File: src/rtl/okm_pkg.sv
// okm_pkg: register map, field layout, reset values and codes shared by
// the on-off-keying receive modem configuration bank.
// assumes byte-wide registers reached as one aligned 32-bit word each.
package okm_pkg;

   // register indices as printed; byte address is four times the index
   localparam logic [6:0] IDX_IF_FILTER_BANDWIDTH = 7'h1c;
   localparam logic [6:0] IDX_CR_OVERSAMPLE_RATIO = 7'h20;
   localparam logic [6:0] IDX_CR_OFFSET_2 = 7'h21;
   localparam logic [6:0] IDX_CR_OFFSET_1 = 7'h22;
   localparam logic [6:0] IDX_CR_OFFSET_0 = 7'h23;
   localparam logic [6:0] IDX_CR_LOOP_GAIN_1 = 7'h24;
   localparam logic [6:0] IDX_CR_LOOP_GAIN_0 = 7'h25;
   localparam logic [6:0] IDX_TX_RATE_HIGH = 7'h6e;
   localparam logic [6:0] IDX_TX_RATE_LOW = 7'h6f;
   localparam logic [6:0] IDX_MODULATION_CONTROL_1 = 7'h70;
   localparam logic [6:0] IDX_MODULATION_CONTROL_2 = 7'h71;
   // status word of our own: decoded modem state
   localparam logic [6:0] IDX_MODEM_STATUS = 7'h7f;

   // if_filter_bandwidth fields
   localparam int FB_SKIP_BIT = 7;
   localparam int FB_DEC_LSB = 4;
   localparam int FB_SET_LSB = 0;
   // cr_offset_2 fields: oversample ratio upper bits and offset upper bits
   localparam int CO2_OSR_LSB = 5;
   localparam int CO2_OFF_LSB = 0;
   // modulation control 1 fields
   localparam int MC1_SCALE_BIT = 5;
   localparam int MC1_MANCH_BIT = 1;
   // modulation control 2 fields
   localparam int MC2_TYPE_LSB = 0;

   typedef enum logic [1:0] {
      OKM_MOD_UNMOD,
      OKM_MOD_ON_OFF_KEYING,
      OKM_MOD_FSK,
      OKM_MOD_GFSK
   } okm_mod_t;

   // reset values (plain defaults)
   localparam logic [7:0] RST_IF_FILTER_BANDWIDTH = 8'h01;
   localparam logic [7:0] RST_CR_OVERSAMPLE_RATIO = 8'h64;
   localparam logic [7:0] RST_CR_OFFSET_2 = 8'h01;
   localparam logic [7:0] RST_CR_OFFSET_1 = 8'h47;
   localparam logic [7:0] RST_CR_OFFSET_0 = 8'hae;
   localparam logic [7:0] RST_CR_LOOP_GAIN_1 = 8'h02;
   localparam logic [7:0] RST_CR_LOOP_GAIN_0 = 8'h8f;
   localparam logic [7:0] RST_TX_RATE_HIGH = 8'h0a;
   localparam logic [7:0] RST_TX_RATE_LOW = 8'h3d;
   localparam logic [7:0] RST_MODULATION_CONTROL_1 = 8'h0c;
   localparam logic [7:0] RST_MODULATION_CONTROL_2 = 8'h00;

   localparam logic [31:0] UNMAPPED_READ = 32'h0000_0000;

endpackage : okm_pkg

File: src/rtl/okm_reg_byte.sv
// okm_reg_byte: one byte register with per-bit write mask.
// assumes writes come from the bus slave on the same clock.
`timescale 1ns/10ps
module okm_reg_byte #(
   parameter logic [7:0] RESET_VALUE = 8'h00
) (
   // clock and reset
   input wire logic i_clk,
   input wire logic i_rst,
   // write side
   input wire logic i_we,
   input wire logic [7:0] i_mask,
   input wire logic [7:0] i_wdata,
   // stored value
   output logic [7:0] o_q
);

   logic [7:0] q_r;

   always_ff @(posedge i_clk) begin
      if (i_rst) begin
         q_r <= RESET_VALUE; // RULE12
      end else if (i_we) begin
         // bits with a clear mask bit keep their value
         q_r <= (q_r & ~i_mask) | (i_wdata & i_mask); // RULE11
      end
   end

   assign o_q = q_r;

endmodule : okm_reg_byte

File: src/rtl/okm_rate_decode.sv
// okm_rate_decode: decodes the stored configuration into the values the
// demodulator uses: effective chip rate, filter selection, modem fields.
// assumes inputs come from registers on the same clock.
`timescale 1ns/10ps
module okm_rate_decode (
   // clock and reset
   input wire logic i_clk,
   input wire logic i_rst,
   // configuration
   input wire logic [7:0] i_mc1,
   input wire logic [7:0] i_mc2,
   input wire logic [15:0] i_rate,
   input wire logic [7:0] i_filt,
   // decoded
   output logic o_ook_en,
   output logic o_manch_term,
   output logic o_rate_scale,
   output logic [16:0] o_eff_rate,
   output logic o_skip,
   output logic [2:0] o_dec_exp,
   output logic [3:0] o_filset,
   output logic o_filt_valid
);

   // filter code legal for the chosen divide-by-three path
   function automatic logic filt_ok(input logic skip, input logic [3:0] f);
      if (!skip) begin
         filt_ok = (f >= 4'h1) && (f <= 4'h7); // RULE5
      end else begin
         filt_ok = (f != 4'h0) && (f != 4'h5) && (f != 4'h6)
            && (f != 4'h7); // RULE5
      end
   endfunction : filt_ok

   logic manch;

   assign manch = i_mc1[okm_pkg::MC1_MANCH_BIT];

   always_ff @(posedge i_clk) begin
      if (i_rst) begin
         o_ook_en <= 1'b0;
         o_manch_term <= 1'b0;
         o_rate_scale <= 1'b0;
         o_eff_rate <= 17'h00000;
         o_skip <= 1'b0;
         o_dec_exp <= 3'h0;
         o_filset <= 4'h0;
         o_filt_valid <= 1'b0;
      end else begin
         o_ook_en <= (okm_pkg::okm_mod_t'(i_mc2[okm_pkg::MC2_TYPE_LSB +: 2])
            == okm_pkg::OKM_MOD_ON_OFF_KEYING); // RULE1
         o_manch_term <= manch; // RULE10
         o_rate_scale <= i_mc1[okm_pkg::MC1_SCALE_BIT]; // RULE3
         // manchester doubles the chip rate
         o_eff_rate <= manch ? {i_rate, 1'b0} : {1'b0, i_rate}; // RULE4
         o_skip <= i_filt[okm_pkg::FB_SKIP_BIT];
         o_dec_exp <= i_filt[okm_pkg::FB_DEC_LSB +: 3]; // RULE6
         o_filset <= i_filt[okm_pkg::FB_SET_LSB +: 4];
         o_filt_valid <= filt_ok(i_filt[okm_pkg::FB_SKIP_BIT],
            i_filt[okm_pkg::FB_SET_LSB +: 4]); // RULE5
      end
   end

endmodule : okm_rate_decode

File: src/rtl/okm_config.sv
// okm_config: configuration register bank of the on-off-keying receive
// modem, reached over an Avalon-MM slave with waitrequest.
// assumes one clock; the host computes oversampling, offset and gain.
// Operation
// RULE1 - modulation type code for on-off keying selects that mode
// RULE2 - 16-bit rate from high byte and next-address low byte
// RULE3 - software sets scale bit for rates up to 30 kbps
// RULE4 - manchester enable doubles the effective chip rate
// RULE5 - filter chosen from bypass bit and filter-set code
// RULE6 - software picks decimation exponent from effective rate
// RULE7 - 11-bit oversampling ratio held across two registers
// RULE8 - 20-bit clock recovery offset held across three registers
// RULE9 - 11-bit timing loop gain held across two registers
// RULE10 - manchester term is one when enabled, zero when disabled
// RULE11 - shared byte at 0x21 splits ratio and offset bits cleanly
// RULE12 - registers read back last write and reset to defaults
//
// Local design decision: the Avalon-MM interface to the registers.
`timescale 1ns/10ps
module okm_config (
   // clock and reset
   input wire logic I_SYS_CLK,
   input wire logic I_RST,
   // avalon-mm slave
   input wire logic [8:0] I_AVS_ADDRESS,
   input wire logic I_AVS_READ,
   input wire logic I_AVS_WRITE,
   input wire logic [31:0] I_AVS_WRITEDATA,
   input wire logic [3:0] I_AVS_BYTEENABLE,
   output logic [31:0] O_AVS_READDATA,
   output logic O_AVS_WAITREQUEST,
   // configuration to the demodulator
   output logic O_OOK_EN,
   output logic O_MANCH_TERM,
   output logic O_RATE_SCALE,
   output logic [15:0] O_DATA_RATE,
   output logic [16:0] O_EFF_RATE,
   output logic O_DIVIDE_BY_THREE_SKIP,
   output logic [2:0] O_DEC_EXP,
   output logic [3:0] O_FILSET,
   output logic O_FILT_VALID,
   output logic [10:0] O_OSR,
   output logic [19:0] O_NCO_OFFSET,
   output logic [10:0] O_LOOP_GAIN
);

   localparam int NREG = 11;

   // register index table, position in the bank
   localparam logic [6:0] REG_IDX [NREG] = '{
      okm_pkg::IDX_IF_FILTER_BANDWIDTH,
      okm_pkg::IDX_CR_OVERSAMPLE_RATIO,
      okm_pkg::IDX_CR_OFFSET_2,
      okm_pkg::IDX_CR_OFFSET_1,
      okm_pkg::IDX_CR_OFFSET_0,
      okm_pkg::IDX_CR_LOOP_GAIN_1,
      okm_pkg::IDX_CR_LOOP_GAIN_0,
      okm_pkg::IDX_TX_RATE_HIGH,
      okm_pkg::IDX_TX_RATE_LOW,
      okm_pkg::IDX_MODULATION_CONTROL_1,
      okm_pkg::IDX_MODULATION_CONTROL_2
   };
   localparam logic [7:0] REG_RST [NREG] = '{
      okm_pkg::RST_IF_FILTER_BANDWIDTH,
      okm_pkg::RST_CR_OVERSAMPLE_RATIO,
      okm_pkg::RST_CR_OFFSET_2,
      okm_pkg::RST_CR_OFFSET_1,
      okm_pkg::RST_CR_OFFSET_0,
      okm_pkg::RST_CR_LOOP_GAIN_1,
      okm_pkg::RST_CR_LOOP_GAIN_0,
      okm_pkg::RST_TX_RATE_HIGH,
      okm_pkg::RST_TX_RATE_LOW,
      okm_pkg::RST_MODULATION_CONTROL_1,
      okm_pkg::RST_MODULATION_CONTROL_2
   };

   typedef enum logic [1:0] {
      OKM_IDLE,
      OKM_ACK
   } okm_state_t;

   okm_state_t state_r;
   okm_state_t state_nxt;
   logic [7:0] q [NREG];
   logic [NREG-1:0] hit;
   logic [NREG-1:0] we;
   logic [7:0] wmask;
   logic addr_ok;
   logic [6:0] idx;
   logic [31:0] rdata_nxt;
   logic [31:0] rdata_r;
   logic [7:0] status;

   // byte address to register index; low two bits must be zero
   function automatic logic [6:0] word_index(input logic [8:0] a);
      word_index = a[8:2];
   endfunction : word_index

   assign idx = word_index(I_AVS_ADDRESS);
   assign addr_ok = (I_AVS_ADDRESS[1:0] == 2'b00);
   // only lane 0 holds data; other lanes read as zero
   assign wmask = {8{I_AVS_BYTEENABLE[0]}};

   // one answer cycle: request taken in idle, waitrequest drops in ack
   always_comb begin
      state_nxt = state_r;
      case (state_r)
         OKM_IDLE: begin
            if (I_AVS_READ || I_AVS_WRITE) begin
               state_nxt = OKM_ACK;
            end
         end
         OKM_ACK: begin
            state_nxt = OKM_IDLE;
         end
         default: begin
            state_nxt = OKM_IDLE;
         end
      endcase
   end

   always_ff @(posedge I_SYS_CLK) begin
      if (I_RST) begin
         state_r <= OKM_IDLE;
      end else begin
         state_r <= state_nxt;
      end
   end

   assign O_AVS_WAITREQUEST = (state_r != OKM_ACK);

   genvar g;
   generate
      for (g = 0; g < NREG; g++) begin : g_reg
         assign hit[g] = addr_ok && (idx == REG_IDX[g]);
         // write takes effect at the edge where waitrequest is low
         assign we[g] = hit[g] && I_AVS_WRITE && (state_r == OKM_ACK);
         okm_reg_byte #(
            .RESET_VALUE(REG_RST[g])
         ) u_reg (
            .i_clk(I_SYS_CLK),
            .i_rst(I_RST),
            .i_we(we[g]),
            .i_mask(wmask),
            .i_wdata(I_AVS_WRITEDATA[7:0]),
            .o_q(q[g])
         ); // RULE12
      end
   endgenerate

   assign status = {5'h00, O_FILT_VALID, O_MANCH_TERM, O_OOK_EN};

   // read mux, registered so data stand with waitrequest low
   always_comb begin
      rdata_nxt = okm_pkg::UNMAPPED_READ;
      if (addr_ok && idx == okm_pkg::IDX_MODEM_STATUS) begin
         rdata_nxt = {24'h000000, status};
      end else begin
         for (int i = 0; i < NREG; i++) begin
            if (hit[i]) begin
               rdata_nxt = {24'h000000, q[i]}; // RULE12
            end
         end
      end
   end

   always_ff @(posedge I_SYS_CLK) begin
      if (I_RST) begin
         rdata_r <= 32'h0000_0000;
      end else if (state_r == OKM_IDLE) begin
         rdata_r <= rdata_nxt;
      end
   end

   assign O_AVS_READDATA = rdata_r;

   okm_rate_decode u_decode (
      .i_clk(I_SYS_CLK),
      .i_rst(I_RST),
      .i_mc1(q[9]),
      .i_mc2(q[10]),
      .i_rate({q[7], q[8]}),
      .i_filt(q[0]),
      .o_ook_en(O_OOK_EN),
      .o_manch_term(O_MANCH_TERM),
      .o_rate_scale(O_RATE_SCALE),
      .o_eff_rate(O_EFF_RATE),
      .o_skip(O_DIVIDE_BY_THREE_SKIP),
      .o_dec_exp(O_DEC_EXP),
      .o_filset(O_FILSET),
      .o_filt_valid(O_FILT_VALID)
   ); // RULE1

   // field outputs registered from the stored bytes
   always_ff @(posedge I_SYS_CLK) begin
      if (I_RST) begin
         O_DATA_RATE <= 16'h0000;
         O_OSR <= 11'h000;
         O_NCO_OFFSET <= 20'h00000;
         O_LOOP_GAIN <= 11'h000;
      end else begin
         O_DATA_RATE <= {q[7], q[8]}; // RULE2
         O_OSR <= {q[2][okm_pkg::CO2_OSR_LSB +: 3], q[1]}; // RULE7
         O_NCO_OFFSET <= {q[2][okm_pkg::CO2_OFF_LSB +: 4], q[3],
            q[4]}; // RULE8
         O_LOOP_GAIN <= {q[5][2:0], q[6]}; // RULE9
      end
   end

endmodule : okm_config

File: config.mk
export PLATFORM = sky130hd
export DESIGN_NAME = okm_config
export DESIGN_NICKNAME = d
export VERILOG_FILES = /design/src/rtl/okm_pkg.sv /design/src/rtl/okm_reg_byte.sv /design/src/rtl/okm_rate_decode.sv /design/src/rtl/okm_config.sv
export SDC_FILE = /design/constraint.sdc
export NUM_CORES = 1
export LEC_CHECK = 0
export ABC_AREA = 1
export BUFFER_PORTS_ARGS = -buffer_cell sky130_fd_sc_hd__buf_2
export CORE_MARGIN = 4
export CORE_UTILIZATION = 40
export DETAILED_ROUTE_END_ITERATION = 8
export PLACE_DENSITY = 0.76
export SLEW_MARGIN = 10
export SYNTH_ARGS = -nofsm -noshare
export SYNTH_HDL_FRONTEND = slang
export SYNTH_HIERARCHICAL = 1
export SYNTH_SLANG_ARGS = --single-unit
File: constraint.sdc
create_clock -name I_SYS_CLK -period 1.9 [get_ports I_SYS_CLK]
set_input_delay 0.095 -clock I_SYS_CLK [delete_from_list [all_inputs] [get_ports I_SYS_CLK]]
set_output_delay 0.095 -clock I_SYS_CLK [all_outputs]
set_load 0.02 [all_outputs]
* Yosys cells after proc, flatten, opt, wreduce, memory -nomap -nowiden
Cells that the tools add are included.
Operators by class: magnitude comparators 2, equal/unequal tests 16, mux-type cells 14, bitwise gates (word level) 27, reductions and logical operators 45
Operator list (number):
- 32-bit two-way mux | 11
- 8-bit AND | 12
- 8-bit bitwise OR | 11
- 7-bit by 6-bit == test with 1-bit output (second input constant) | 6
- 1-bit logical AND | 38
- 7-bit == test (second input constant) | 5
- 16-bit two-way mux | 1
- 4-bit by 3-bit != test with 1-bit output (second input constant) | 3
- 8-bit two-way mux | 1
- 8-bit inverter | 1
- 7-bit by 5-bit == test with 1-bit output (second input constant) | 1
- 2-bit OR reduction | 3
- 4-bit by 1-bit >= comparator with 1-bit output (second input constant) | 1
- 4-bit by 3-bit less-or-equal comparator with 1-bit output (second input constant) | 1
- 2-bit logical NOT | 2
- 4-bit nonzero test | 1
- 1-bit inverter | 3
- 2-bit by 1-bit == test with 1-bit output (second input constant) | 1
- 1-bit logical OR | 1
- 1-bit two-way mux | 1
Storage, ports and cells: register bits 208, bits of input ports 49, output and inout bits 120, logic and storage cells 131

* Longest topological paths before layout
Gate-level depths: netlist of run 1.
depth after elaboration 14, gate-level depth with buffers 14, gate-level depth less buffers 14

* Modules after synthesis
The synthesis of run 1 kept the hierarchy.
By module, submodules not included:
- okm_config | instances 1, cells an instance 479, area an instance 3293.2 µm², sequential area each 1341.3 µm²
- okm_reg_byte at g_reg[0].u_reg ... | instances 3, cells an instance 56, area an instance 350.3 µm², sequential area each 160.2 µm²
- okm_reg_byte at g_reg[4].u_reg ... | instances 3, cells an instance 48, area an instance 330.3 µm², sequential area each 160.2 µm²
- okm_rate_decode | instances 1, cells an instance 100, area an instance 969.7 µm², sequential area each 580.6 µm²
- okm_reg_byte at g_reg[7].u_reg ... | instances 2, cells an instance 54, area an instance 345.3 µm², sequential area each 160.2 µm²
- okm_reg_byte at g_reg[10].u_reg | instances 1, cells an instance 58, area an instance 360.3 µm², sequential area each 160.2 µm²
- okm_reg_byte at g_reg[3].u_reg | instances 1, cells an instance 50, area an instance 355.3 µm², sequential area each 160.2 µm²
- okm_reg_byte at g_reg[1].u_reg | instances 1, cells an instance 52, area an instance 340.3 µm², sequential area each 160.2 µm²

* Worst setup path after synthesis of run 1
No wires, ideal clock.
path type register to register, from register state_r[0], to register (tool-made name), setup time 0.124 ns, arrival time 1.730 ns, data required time 1.776 ns, setup slack 0.046 ns, stages on the path, launching flop included 9, buffers on the path 3, period minus slack after synthesis 1.854 ns, cell sequence dfxtp_1 > clkbuf_1 > nand2_1 > clkbuf_1 > nor4_1 > buf_6 > nand2_1 > nand2_1 > nand3_1
RTL lines:
- start: declaration | RTL line okm_config.sv:82 | okm_state_t state_r;
- start signal: assignment | RTL line okm_config.sv:126 | state_r <= state_nxt;

==> Flow_metrics.wiki, run 1 <==
{| class="wikitable"
! Metric !! Value
|-
| Outcome || completed
|-
| Sequential cell area fraction in the yosys report || ~46%
|-
| Post-synthesis register bit count || 184
|-
| Area growth syn-to-layout || 18.2%
|-
| Initial cell density of the core || 41.0%
|-
| Hold Path End || O_AVS_READDATA[2]$_SDFFE_PP0N_
|-
| Reg-to-reg critical path startpoint || state_r[0]$_SDFFE_PP0P_
|-
| Total of endpoints with negative setup slack in the final report || 0
|-
| Hold wc startpoint || I_RST
|-
| CP most frequent cell || sky130_fd_sc_hd__nand2_1
|-
| Mean number of vias per cell || 4.70
|-
| Crit path largest cell delay || 0.43 ns
|-
| Busiest metal layer after global routing || met2
|-
| Element type at the critical path start || flop
|-
| Clock slew seen by the registers of the worst setup and hold paths || 0.07 ns
|-
| Number of slew-limit violations in the final report || 0
|-
| HP Class || input port to flop
|-
| Clock insertion delay at the later pin of the skew report || 0.44 ns
|-
| Post-route insts no fill || 1573
|-
| Total number of nets in the final design || about 1300
|-
| Average wire length per cell after detail routing || 13.8 um
|-
| Number of iterations in the first detailed-routing pass || 6
|-
| Port Buffer Count || 117
|-
| Leftover overflow at the end of global routing || 0
|-
| Cell family with the largest share of critical-path delay || simple AND/OR/NAND/NOR gates
|-
| Post-synthesis cell type count || 32
|-
| Areal power density over the cells || 843 nW/um2
|-
| Area of the mapped netlist || 8050 um2
|-
| Area of the multi-input gates || ~3400 um2
|-
| Number of cells in the design after placement || between 1500 and 2000
|-
| Number of remaining DRC errors || 0
|-
| Gpl congestion || 0.917
|-
| Top-Level Pins || 169
|-
| Minimum setup slack in the final design || 0.228 ns
|-
| Vertical extent of the die || 150 um
|-
| Top_reg_cell synth || sky130_fd_sc_hd__dfxtp_1
|-
| Total half-perimeter wirelength after legalization and detailed placement || approximately 16000 um
|-
| Wirelength, routed || 21800 um
|-
| Peak VDD IR || 581 uV
|-
| First-pass GRT wire length || 34200 um
|-
| Critical path class || flop to flop
|-
| Unrepaired setup endpoints after global routing || false
|-
| Footprint of the flip-flops and latches || 3680 um2
|-
| Total power consumption of the routed design || 8.03 mW
|-
| Arrival time of the worst setup path || 2.05 ns
|-
| Synth cell count leaders || 326 x sky130_fd_sc_hd__nand2_1, 220 x sky130_fd_sc_hd__nor2_1, 184 x sky130_fd_sc_hd__dfxtp_1
|-
| Final cell area excluding filler cells || 9520 um2
|-
| Grt met1 use || 25.3%
|-
| Setup clock skew after layout || slightly below 0.008 ns
|-
| Hold_ws || about 0.067 ns
|-
| Pin count of the biggest net entering global routing || 52
|-
| Count of synthesis-stage warnings from yosys || 6
|-
| Detail Route Antenna Nets || 0
|-
| TritonCTS clock tree || done
|-
| Max-cap violations || 0
|-
| Number of global-route vias before repair || 6733
|-
| Fin crit period || 1.67 ns
|-
| # fillers || just under 2000
|-
| Number of clock sinks seen by CTS || 184
|-
| Cell with the most instances after synthesis || sky130_fd_sc_hd__nand2_1
|-
| Proportion of layout cells with a drive suffix above 1 || 16.8%
|-
| Leakage Power || 4.89 nW
|-
| Startpoint of the worst setup timing path || state_r[0]$_SDFFE_PP0P_
|-
| Register-to-Register Setup Slack || 0.23 ns
|-
| Share of the synthesized area in the top cell type || 45.7%
|-
| Minimum setup slack after placement || 0.151 ns
|-
| Total global routing track utilization || 19.4%
|-
| Total Die Area || 22500 um2
|-
| Final standard cell utilization of the core || between 40% and 50%
|-
| GR Layer Usage met2 || a little under a third
|-
| Endpoint kind of the worst setup timing path || flop
|-
| Post-synthesis average cell area || 6.95 um2
|-
| First-iteration detailed-routing DRC count || between 600 and 700
|-
| Post-CTS setup repair buffer count || 0
|-
| List of cells traversed by the critical path || nand2_1 > nor4_1 > buf_4 > nand2_1 > nand2_1 > nand2_1 > nor2_1
|-
| Crit Path Max Fanout || 13
|-
| Fin crit share || 88.0%
|-
| Count of flip-flops with a built-in enable after synthesis || 0
|-
| Critical Path Slowest Stage Cell || sky130_fd_sc_hd__nor4_1
|-
| Antenna violations before repair || 1
|-
| Leading area contributor after synthesis || sky130_fd_sc_hd__dfxtp_1
|-
| Number of placement rows || between 50 and 60
|-
| Clock tree root buffer cell || sky130_fd_sc_hd__clkbuf_16
|-
| DR vias || 7395
|-
| CORE AREA || around 20000 um2
|-
| Required time worst endpoint || 2.28 ns
|-
| Placed inst area || around 9000 um2
|-
| CTS H-tree depth || 4
|-
| Die Wd || 150 um
|-
| Proportion of synthesized flip-flops having asynchronous set or reset || 0%
|-
| Hold Crit Depth || 2
|-
| Top cells by area in the synthesized netlist || sky130_fd_sc_hd__dfxtp_1 46%, sky130_fd_sc_hd__nand2_1 15%, sky130_fd_sc_hd__nor2_1 10%, sky130_fd_sc_hd__inv_1 8.3%, sky130_fd_sc_hd__nand3_1 6.0%
|-
| Summed negative setup slack over all endpoints || 0 ns
|-
| Fmax || ~600 MHz
|-
| Number of buffers inserted during clock tree synthesis || 17
|-
| Worst Reg-to-Reg Cells || 7
|-
| Bufs and invs on worst path || 1
|-
| Mapped Cells || 1159
|-
| Number of hold violations in the final report || 0
|-
| Longest Clk Path Bufs || 2
|-
| GR met3 Demand/Resource || just over 4%
|}
==> layout make-up <==
cell class / count / area share, %
clock inverter: 11 / 1.46
tap: 265 / 3.48
clock buffer: 20 / 4.90
inverter: 181 / 7.14
sequential: 184 / 38.7
antenna: 1 / 0.0263
multi-input combinational: 764 / 35.4
timing repair buffer: 147 / 8.86
==> cells by family after synthesis <==
group | count (synthesis) | synth area share [%]
compound gates | 36 | 3.50
flops | 184 | 45.7
other cells | 1 | 0.0466
simple gates | 704 | 37.3
buf+inv | 234 | 13.4
==> power by group <==
group	switching [mW]	internal, mW
logic	0.381	0.113
registers	0.0127	3.90
clock network	1.56	2.07
total	1.95	6.08
==> routing by layer <==
layer / up-vias / routed length [um]
met1: 3306 / 9490
met4: 0 / 592
li1: 3750 / -
met5: - / 0
met2: 290 / 9990
met3: 49 / 1680
==> worst max path at each step <==
stage / endpoint / cells past startpoint
global placement: O_AVS_READDATA[5]$_SDFFE_PP0N_ / 13
finish: flop / 7
CTS: flop / 6
global route: flop / 7
floorplan: flop / 8
detailed placement: O_AVS_READDATA[5]$_SDFFE_PP0N_ / 13
==> what timing repair did <==
item	in CTS	in global routing
setup endpoints to repair	0	0
resized for setup	0	0
hold endpoints to repair	1	0
hold buffers	2	0
==> layout by cell type (no fill, tap or decap), types with 2 or more instances in the layout <==
| master | n |
|---|---|
| sky130_fd_sc_hd__a21oi_1 | 13 |
| sky130_fd_sc_hd__a21oi_2 | 3 |
| sky130_fd_sc_hd__buf_12 | 2 |
| sky130_fd_sc_hd__buf_2 | 116 |
| sky130_fd_sc_hd__buf_4 | 27 |
| sky130_fd_sc_hd__bufinv_16 | 2 |
| sky130_fd_sc_hd__clkbuf_16 | 17 |
| sky130_fd_sc_hd__clkbuf_8 | 3 |
| sky130_fd_sc_hd__clkinv_4 | 3 |
| sky130_fd_sc_hd__conb_1 | 24 |
| sky130_fd_sc_hd__dfxtp_1 | 184 |
| sky130_fd_sc_hd__dlygate4sd3_1 | 2 |
| sky130_fd_sc_hd__inv_1 | 177 |
| sky130_fd_sc_hd__inv_2 | 4 |
| sky130_fd_sc_hd__inv_6 | 2 |
| sky130_fd_sc_hd__inv_8 | 2 |
| sky130_fd_sc_hd__nand2_1 | 326 |
| sky130_fd_sc_hd__nand2_2 | 6 |
| sky130_fd_sc_hd__nand2_4 | 2 |
| sky130_fd_sc_hd__nand3_1 | 96 |
| sky130_fd_sc_hd__nand3_2 | 2 |
| sky130_fd_sc_hd__nand4_1 | 17 |
| sky130_fd_sc_hd__nor2_1 | 220 |
| sky130_fd_sc_hd__nor2_2 | 5 |
| sky130_fd_sc_hd__nor2_4 | 7 |
| sky130_fd_sc_hd__nor3_1 | 10 |
| sky130_fd_sc_hd__nor3_4 | 2 |
| sky130_fd_sc_hd__nor4_1 | 7 |
| sky130_fd_sc_hd__o2111ai_1 | 2 |
| sky130_fd_sc_hd__o21ai_0 | 2 |
| sky130_fd_sc_hd__o22ai_1 | 6 |
| sky130_fd_sc_hd__o22ai_2 | 9 |
(Power assumes the default switching activity.)
==> run 2, diff against run 1 <==
--- a/config.mk
+++ b/config.mk
@@ -5,11 +5,11 @@
 export SDC_FILE = /design/constraint.sdc
 export NUM_CORES = 1
 export LEC_CHECK = 0
-export ABC_AREA = 1
 export BUFFER_PORTS_ARGS = -buffer_cell sky130_fd_sc_hd__buf_2
 export CORE_MARGIN = 4
 export CORE_UTILIZATION = 40
 export DETAILED_ROUTE_END_ITERATION = 8
+export GPL_TIMING_DRIVEN = 0
 export PLACE_DENSITY = 0.76
 export SLEW_MARGIN = 10
 export SYNTH_ARGS = -nofsm -noshare
==> Flow_metrics.wiki, run 2 <==
{| class="wikitable"
! Metric !! Value
|-
| Worst Reg-to-Reg Cells || 5 (-2)
|-
| Initial cell density of the core || 41.0% (+0.067 points)
|-
| Element type at the critical path start || input port
|-
| Total half-perimeter wirelength after legalization and detailed placement || 15300 um (-2.2%)
|-
| Placed inst area || 8790 um2 (-1.2%)
|-
| Synth cell count leaders || 184 x sky130_fd_sc_hd__dfxtp_1, 85 x sky130_fd_sc_hd__a21oi_1, 73 x sky130_fd_sc_hd__nor2b_1
|-
| Post-synthesis average cell area || 9.94 um2 (+43%)
|-
| Max-cap violations || 0 (unchanged)
|-
| Pin slew with the least headroom to its limit || roughly 0.75 ns
|-
| Number of hold violations in the final report || 0 (unchanged)
|-
| DR vias || 6616 (-11%)
|-
| Leading area contributor after synthesis || sky130_fd_sc_hd__dfxtp_1
|-
| Mapped Cells || 780 (-33%)
|-
| Top_reg_cell synth || sky130_fd_sc_hd__dfxtp_1
|-
| Proportion of synthesized flip-flops having asynchronous set or reset || 0% (unchanged)
|-
| Required time worst endpoint || 2.24 ns (-0.04 ns)
|-
| Count of flip-flops with a built-in enable after synthesis || 0 (unchanged)
|-
| Critical Path Slowest Stage Cell || sky130_fd_sc_hd__a2111oi_1
|-
| Number of placement rows || 50 (-2.0%)
|-
| Startpoint of the worst setup timing path || I_AVS_ADDRESS[0]
|-
| Share of the synthesized area in the top cell type || 47.5% (+1.8 points)
|-
| Leading cell types in the layout, fill and taps excluded || 183 x sky130_fd_sc_hd__dfxtp_1, 121 x sky130_fd_sc_hd__buf_2, 85 x sky130_fd_sc_hd__a21oi_1, 72 x sky130_fd_sc_hd__nor2b_1, 62 x sky130_fd_sc_hd__nand3_1
|-
| Die Wd || 147 um (-1.8%)
|-
| Total global routing track utilization || 20.3% (+0.89 points)
|-
| Final standard cell utilization of the core || 50.5% (+2.0 points)
|-
| Arrival time of the worst setup path || 2.10 ns (+0.05 ns)
|-
| HP Class || input port to flop
|-
| Leakage Power || 3.82 nW (-22%)
|-
| First-iteration detailed-routing DRC count || 720 (+3.2%)
|-
| Gpl congestion || 0.947 (+3.2%)
|-
| Cell family with the largest share of critical-path delay || compound AO/OA/AOI/OAI gates
|-
| Cell with the most instances after synthesis || sky130_fd_sc_hd__dfxtp_1
|-
| CTS H-tree depth || 4 (unchanged)
|-
| Clock tree root buffer cell || sky130_fd_sc_hd__clkbuf_16
|-
| Bufs and invs on worst path || 1 (unchanged)
|-
| Number of iterations in the first detailed-routing pass || 5 (-1)
|-
| Antenna violations before repair || 0 (-1)
|-
| Crit path largest cell delay || 0.65 ns (+0.22 ns)
|-
| Area of the mapped netlist || 7750 um2 (-3.7%)
|-
| Area growth syn-to-layout || 23.0%
|-
| Mean number of vias per cell || 5.43 (+16%)
|-
| Number of remaining DRC errors || 0 (unchanged)
|-
| CORE AREA || 18900 um2 (-3.9%)
|-
| Hold wc startpoint || I_RST
|-
| Port Buffer Count || 115 (-1.7%)
|-
| Number of slew-limit violations in the final report || 0 (unchanged)
|-
| Critical path class || input port to flop
|-
| Hold Crit Depth || 2 (unchanged)
|-
| Setup clock skew after layout || 0.0112 ns (+0.00326 ns)
|-
| Final cell area excluding filler cells || 9540 um2 (+0.17%)
|-
| Endpoint kind of the worst setup timing path || flop
|-
| Register-to-Register Setup Slack || 0.25 ns (+0.02 ns)
|-
| Peak VDD IR || 523 uV (-9.9%)
|-
| Top-Level Pins || 169 (unchanged)
|-
| Number of global-route vias before repair || 6110 (-9.3%)
|-
| Count of synthesis-stage warnings from yosys || 6 (unchanged)
|-
| Fmax || 569 MHz (-4.9%)
|-
| Outcome || completed
|-
| Post-synthesis register bit count || 184 (unchanged)
|-
| Longest Clk Path Bufs || 2 (unchanged)
|-
| Max-slew headroom at the worst pin || 49.7%
|-
| Sequential cell area fraction in the yosys report || 47.5% (+1.8 points)
|-
| Leftover overflow at the end of global routing || 0 (unchanged)
|-
| List of cells traversed by the critical path || buf_2 > and4bb_1 > nand4_1 > a2111oi_1 > a211oi_1 > a221oi_1
|-
| Summed negative setup slack over all endpoints || 0 ns (unchanged)
|-
| Vertical extent of the die || 147 um (-1.8%)
|-
| Fin crit period || 1.76 ns (+0.0867 ns)
|-
| First-pass GRT wire length || 34700 um (+1.5%)
|-
| Number of clock sinks seen by CTS || 184 (unchanged)
|-
| Total of endpoints with negative setup slack in the final report || 0 (unchanged)
|-
| Proportion of layout cells with a drive suffix above 1 || 27.8% (+11 points)
|-
| Most frequent standard cell in the layout excluding fill and tap cells || sky130_fd_sc_hd__dfxtp_1
|-
| Pin count of the biggest net entering global routing || 128 (+150%)
|-
| Clock slew seen by the registers of the worst setup and hold paths || 0.07 ns (about the same)
|-
| Fin crit share || 92.6% (+4.6 points)
|-
| Crit Path Max Fanout || 9 (-4)
|-
| Areal power density over the cells || 849 nW/um2 (+0.73%)
|-
| Number of buffers inserted during clock tree synthesis || 17 (unchanged)
|-
| TritonCTS clock tree || done
|-
| Total Die Area || 21700 um2 (-3.5%)
|-
| Detail Route Antenna Nets || 0 (unchanged)
|-
| Wirelength, routed || 22500 um (+3.3%)
|-
| Total number of nets in the final design || 994 (-26%)
|-
| Total power consumption of the routed design || 8.10 mW (+0.90%)
|-
| Average wire length per cell after detail routing || 18.4 um (+33%)
|-
| Clock insertion delay at the later pin of the skew report || 0.43 ns (about the same)
|-
| Capture instance of the worst register-to-register path || O_AVS_READDATA[6]$_SDFFE_PP0N_
|-
| Post-synthesis cell type count || 63 (+97%)
|-
| Top cells by area in the synthesized netlist || sky130_fd_sc_hd__dfxtp_1 48%, sky130_fd_sc_hd__nor2b_1 5.9%, sky130_fd_sc_hd__a21oi_1 5.5%, sky130_fd_sc_hd__a21bo_2 4.8%, sky130_fd_sc_hd__nand3_1 4.1%
|}
[run 2: changes by cell type in the layout (fill, tap and decap cells not counted), moves of 13 or more]
| cell | delta |
|---|---|
| sky130_fd_sc_hd__a21bo_1 | +22 |
| sky130_fd_sc_hd__nor2b_1 | +72 |
| sky130_fd_sc_hd__buf_1 | +13 |
| sky130_fd_sc_hd__a311o_1 | +29 |
| sky130_fd_sc_hd__a21bo_2 | +37 |
| sky130_fd_sc_hd__nor2_1 | -179 |
| sky130_fd_sc_hd__buf_6 | +17 |
| sky130_fd_sc_hd__nand4_1 | -13 |
| sky130_fd_sc_hd__nand3_1 | -34 |
| sky130_fd_sc_hd__a21oi_1 | +72 |
| sky130_fd_sc_hd__mux2i_1 | +25 |
| sky130_fd_sc_hd__inv_1 | -173 |
| sky130_fd_sc_hd__a21boi_0 | +21 |
| sky130_fd_sc_hd__nand2_1 | -313 |
[run 2: cell families (layout without fill, tap and decap cells)]
| family | Yosys count | in the layout | share of synthesized area, % |
|---|---|---|---|
| buffers and inverters | 77 | 231 | 6.68 |
| other | 1 | 25 | 0.0484 |
| AOI/OAI and AO/OA | 254 | 254 | 24.7 |
| DFF | 184 | 184 | 47.5 |
| and+or+nand+nor | 234 | 234 | 16.7 |
| muxes | 30 | 30 | 4.39 |
[run 2: worst max-delay path by stage]
stage / slack, ns / cells past startpoint / to
final: 0.14 / 6 / O_AVS_READDATA[7]$_SDFFE_PP0N_
after global routing: -0.001 / 6 / O_AVS_READDATA[7]$_SDFFE_PP0N_
after CTS: -0.06 / 4 / flop
after detailed placement: -0.57 / 8 / flop
after global placement: -0.96 / 3 / flop
after floorplan: -0.01 / 6 / flop
[run 2: through the flow]
step / setup WS, ns / std cells / hold WS (ns)
2_1_floorplan: -0.0133 / 803 / 0.242
3_3_place_gp: -0.961 / 1178 / 0.379
3_5_place_dp: -0.571 / 1179 / 0.383
4_1_cts: -0.0573 / 1213 / 0.00373
5_1_grt: -0.00144 / 1217 / 0.0233
6_report: 0.141 / 1218 / 0.0175
[run 2: cell type report]
cell class | count | area (um2)
antenna | 1 | 2.50
buffer | 71 | 504
clock buffer | 20 | 457
clock inverter | 11 | 136
fill | 1804 | 9360
inverter | 5 | 18.8
multi-input combinational | 542 | 3730
sequential | 184 | 3680
tap | 260 | 325
timing repair buffer | 124 | 674
[run 2: timing repair]
item,CTS,global route
resized for setup,11,12
buffers inserted,2,4
pin swaps,1,2
hold buffers,2,0
cloned,0,0
hold endpoints to repair,6,0
setup endpoints to repair,87,61
[run 2: worst register-to-register path, delay by kind of cell (launching register included)]
family / cells / cell delay [ns]
AOI/OAI and AO/OA: 4 / 0.87
DFF: 1 / 0.35
muxes: 1 / 0.28
[run 2: power breakdown]
part	switching [mW]	total [mW]	internal [mW]	leakage [nW]
Clock	1.55	3.58	2.03	0.290
Combinational	0.424	0.595	0.170	2.03
Sequential	0.0188	3.92	3.90	1.50
Total	2.00	8.10	6.10	3.82
[run 2: metal layers]
metal / track usage [%] / vias up / part of all wire (%)
li1: - / 3120 / -
met1: 26.7 / 3143 / 42
met2: 33.2 / 311 / 47
met3: 4.66 / 42 / 8.3
met4: 6.43 / 0 / 2.3
met5: 0 / - / 0
==> run 3, diff against run 2 <==
--- a/config.mk
+++ b/config.mk
@@ -11,6 +11,7 @@
 export DETAILED_ROUTE_END_ITERATION = 8
 export GPL_TIMING_DRIVEN = 0
 export PLACE_DENSITY = 0.76
+export RECOVER_POWER = 50
 export SLEW_MARGIN = 10
 export SYNTH_ARGS = -nofsm -noshare
 export SYNTH_HDL_FRONTEND = slang
==> Flow_metrics.wiki, run 3 (synthesized netlist as in run 2, its figures left out) <==
{| class="wikitable"
! Metric !! Value
|-
| Number of global-route vias before repair || 6110 (unchanged)
|-
| Mean number of vias per cell || 5.41 (-0.36%)
|-
| TritonCTS clock tree || done
|-
| Arrival time of the worst setup path || 2.11 ns (about the same)
|-
| Longest Clk Path Bufs || 2 (unchanged)
|-
| Critical Path Slowest Stage Cell || sky130_fd_sc_hd__o2bb2ai_1
|-
| Top-Level Pins || 169 (unchanged)
|-
| Total global routing track utilization || 20.3% (unchanged)
|-
| Critical path class || input port to flop
|-
| First-iteration detailed-routing DRC count || 668 (-7.2%)
|-
| Clock slew seen by the registers of the worst setup and hold paths || 0.07 ns (about the same)
|-
| Vertical extent of the die || 147 um (unchanged)
|-
| Max-slew headroom at the worst pin || 50.9% (+1.2 points)
|-
| Max-cap violations || 0 (unchanged)
|-
| Required time worst endpoint || 2.24 ns (about the same)
|-
| Total Die Area || 21700 um2 (unchanged)
|-
| Bufs and invs on worst path || 1 (unchanged)
|-
| Footprint of the flip-flops and latches || 3680 um2 (unchanged)
|-
| Element type at the critical path start || input port
|-
| Leftover overflow at the end of global routing || 0 (unchanged)
|-
| Number of placement rows || 50 (unchanged)
|-
| Clock insertion delay at the later pin of the skew report || 0.43 ns (about the same)
|-
| Areal power density over the cells || 857 nW/um2 (+0.91%)
|-
| Register-to-Register Setup Slack || 0.22 ns (-0.03 ns)
|-
| Hold wc startpoint || I_RST
|-
| Wirelength, routed || 22600 um (+0.39%)
|-
| Number of buffers inserted during clock tree synthesis || 17 (unchanged)
|-
| Number of cells in the design after placement || 1179 (unchanged)
|-
| First-pass GRT wire length || 34700 um (unchanged)
|-
| Most frequent standard cell in the layout excluding fill and tap cells || sky130_fd_sc_hd__dfxtp_1
|-
| Total number of nets in the final design || 994 (unchanged)
|-
| Initial cell density of the core || 41.0% (unchanged)
|-
| Post-route insts no fill || 1217 (-0.082%)
|-
| Antenna violations before repair || 0 (unchanged)
|-
| Detail Route Antenna Nets || 0 (unchanged)
|-
| Crit Path Max Fanout || 9 (unchanged)
|-
| Fmax || 564 MHz (-0.78%)
|-
| Total of endpoints with negative setup slack in the final report || 0 (unchanged)
|-
| HP Class || input port to flop
|-
| Hold Crit Depth || 2 (unchanged)
|-
| Crit path largest cell delay || 0.50 ns (-0.15 ns)
|-
| Peak VDD IR || 522 uV (-0.23%)
|-
| Number of iterations in the first detailed-routing pass || 5 (unchanged)
|-
| Fin crit period || 1.77 ns (+0.0139 ns)
|-
| Clock tree root buffer cell || sky130_fd_sc_hd__clkbuf_16
|-
| Summed negative setup slack over all endpoints || 0 ns (unchanged)
|-
| Die Wd || 147 um (unchanged)
|-
| Area growth syn-to-layout || 21.8%
|-
| CTS H-tree depth || 4 (unchanged)
|-
| Hold_ws || 0.0157 ns (-0.00188 ns)
|-
| Port Buffer Count || 115 (unchanged)
|-
| Pin slew with the least headroom to its limit || 0.736 ns (-0.0184 ns)
|-
| DR vias || 6587 (-0.44%)
|-
| Number of hold violations in the final report || 0 (unchanged)
|-
| Number of slew-limit violations in the final report || 0 (unchanged)
|-
| Pin count of the biggest net entering global routing || 128 (unchanged)
|-
| Average wire length per cell after detail routing || 18.5 um (+0.47%)
|-
| Endpoint kind of the worst setup timing path || flop
|-
| Fin crit share || 93.3% (+0.73 points)
|-
| List of cells traversed by the critical path || buf_2 > and4bb_1 > nand4_1 > o2bb2ai_1 > a221o_1 > o311ai_1 > a221oi_2
|-
| Area of the multi-input gates || 3730 um2 (about the same)
|-
| Startpoint of the worst setup timing path || I_AVS_ADDRESS[0]
|-
| Leading cell types in the layout, fill and taps excluded || 183 x sky130_fd_sc_hd__dfxtp_1, 85 x sky130_fd_sc_hd__a21oi_1, 77 x sky130_fd_sc_hd__clkbuf_1, 73 x sky130_fd_sc_hd__nor2b_1, 62 x sky130_fd_sc_hd__nand3_1
|-
| Total power consumption of the routed design || 8.09 mW (about the same)
|-
| Number of clock sinks seen by CTS || 184 (unchanged)
|-
| Number of remaining DRC errors || 0 (unchanged)
|-
| Worst Reg-to-Reg Cells || 5 (unchanged)
|-
| Outcome || completed
|-
| Leakage Power || 3.57 nW (-6.6%)
|-
| CORE AREA || 18900 um2 (unchanged)
|-
| # fillers || 1841 (+2.1%)
|-
| Capture instance of the worst register-to-register path || O_AVS_READDATA[6]$_SDFFE_PP0N_
|-
| Cell family with the largest share of critical-path delay || compound AO/OA/AOI/OAI gates
|-
| Proportion of layout cells with a drive suffix above 1 || 20.7% (-7.1 points)
|-
| Diodes inserted || 0 (-1)
|-
| Setup clock skew after layout || 0.0108 ns (-0.000404 ns)
|-
| Gpl congestion || 0.947 (unchanged)
|-
| Total half-perimeter wirelength after legalization and detailed placement || 15300 um (unchanged)
|}
## run 3: how the worst max path moves through the flow
| stage | end | cells after the start |
|---|---|---|
| floorplan | flop | 6 |
| global placement | flop | 3 |
| detailed placement | flop | 8 |
| CTS | flop | 4 |
| global route | O_AVS_READDATA[7]$_SDFFE_PP0N_ | 6 |
| finish | O_AVS_READDATA[5]$_SDFFE_PP0N_ | 7 |
## run 3: cell type report
cell class	count	share of cell area (%)
repair buffers	124	6.27
clock buffers	20	4.84
flip-flops and latches	184	39.0
clock inverters	11	1.44
inverters	5	0.199
plain buffers	71	5.26
multi-input cells	542	39.5
well taps	260	3.45
## run 3: repair_timing
item | CTS | global route
hold buffers | 2 | 0
endpoints found under the hold margin | 6 | 0
pin swaps | 1 | 2
endpoints found under the setup margin | 87 | 61
gates resized for setup | 11 | 12
buffers inserted | 2 | 4
## run 3: where the power goes
group          switching, mW  internal, mW  leakage [nW]
Sequential            0.0200          3.90          1.50
Combinational          0.425         0.162          1.78
Clock                   1.55          2.03         0.290
## run 3: stage by stage
step	cell area (um2)	utilization, %	setup WS, ns
2_1_floorplan	7860	-	-0.0133
3_3_place_gp	8760	46.3	-0.961
3_5_place_dp	8790	46.5	-0.571
4_1_cts	9470	50.1	-0.0573
5_1_grt	9440	50.0	-0.00143
6_report	9440	50.0	0.127
## run 3: metal layers
metal	wire length, um	vias to the layer above	share of wire [%]	global-route usage [%]
met5	0	-	0	0
met3	1820	37	8.1	4.66
met4	498	0	2.2	6.43
li1	-	3120	-	-
met2	10500	289	47	33.2
met1	9690	3141	43	26.7
## run 3: worst register-to-register path: stages, from the launching register on
cell	delay (ns)
sky130_fd_sc_hd__dfxtp_1	0.35
sky130_fd_sc_hd__mux2_2	0.28
sky130_fd_sc_hd__o21ai_0	0.21
sky130_fd_sc_hd__a22oi_1	0.11
sky130_fd_sc_hd__a2111oi_0	0.43
sky130_fd_sc_hd__o32ai_1	0.16
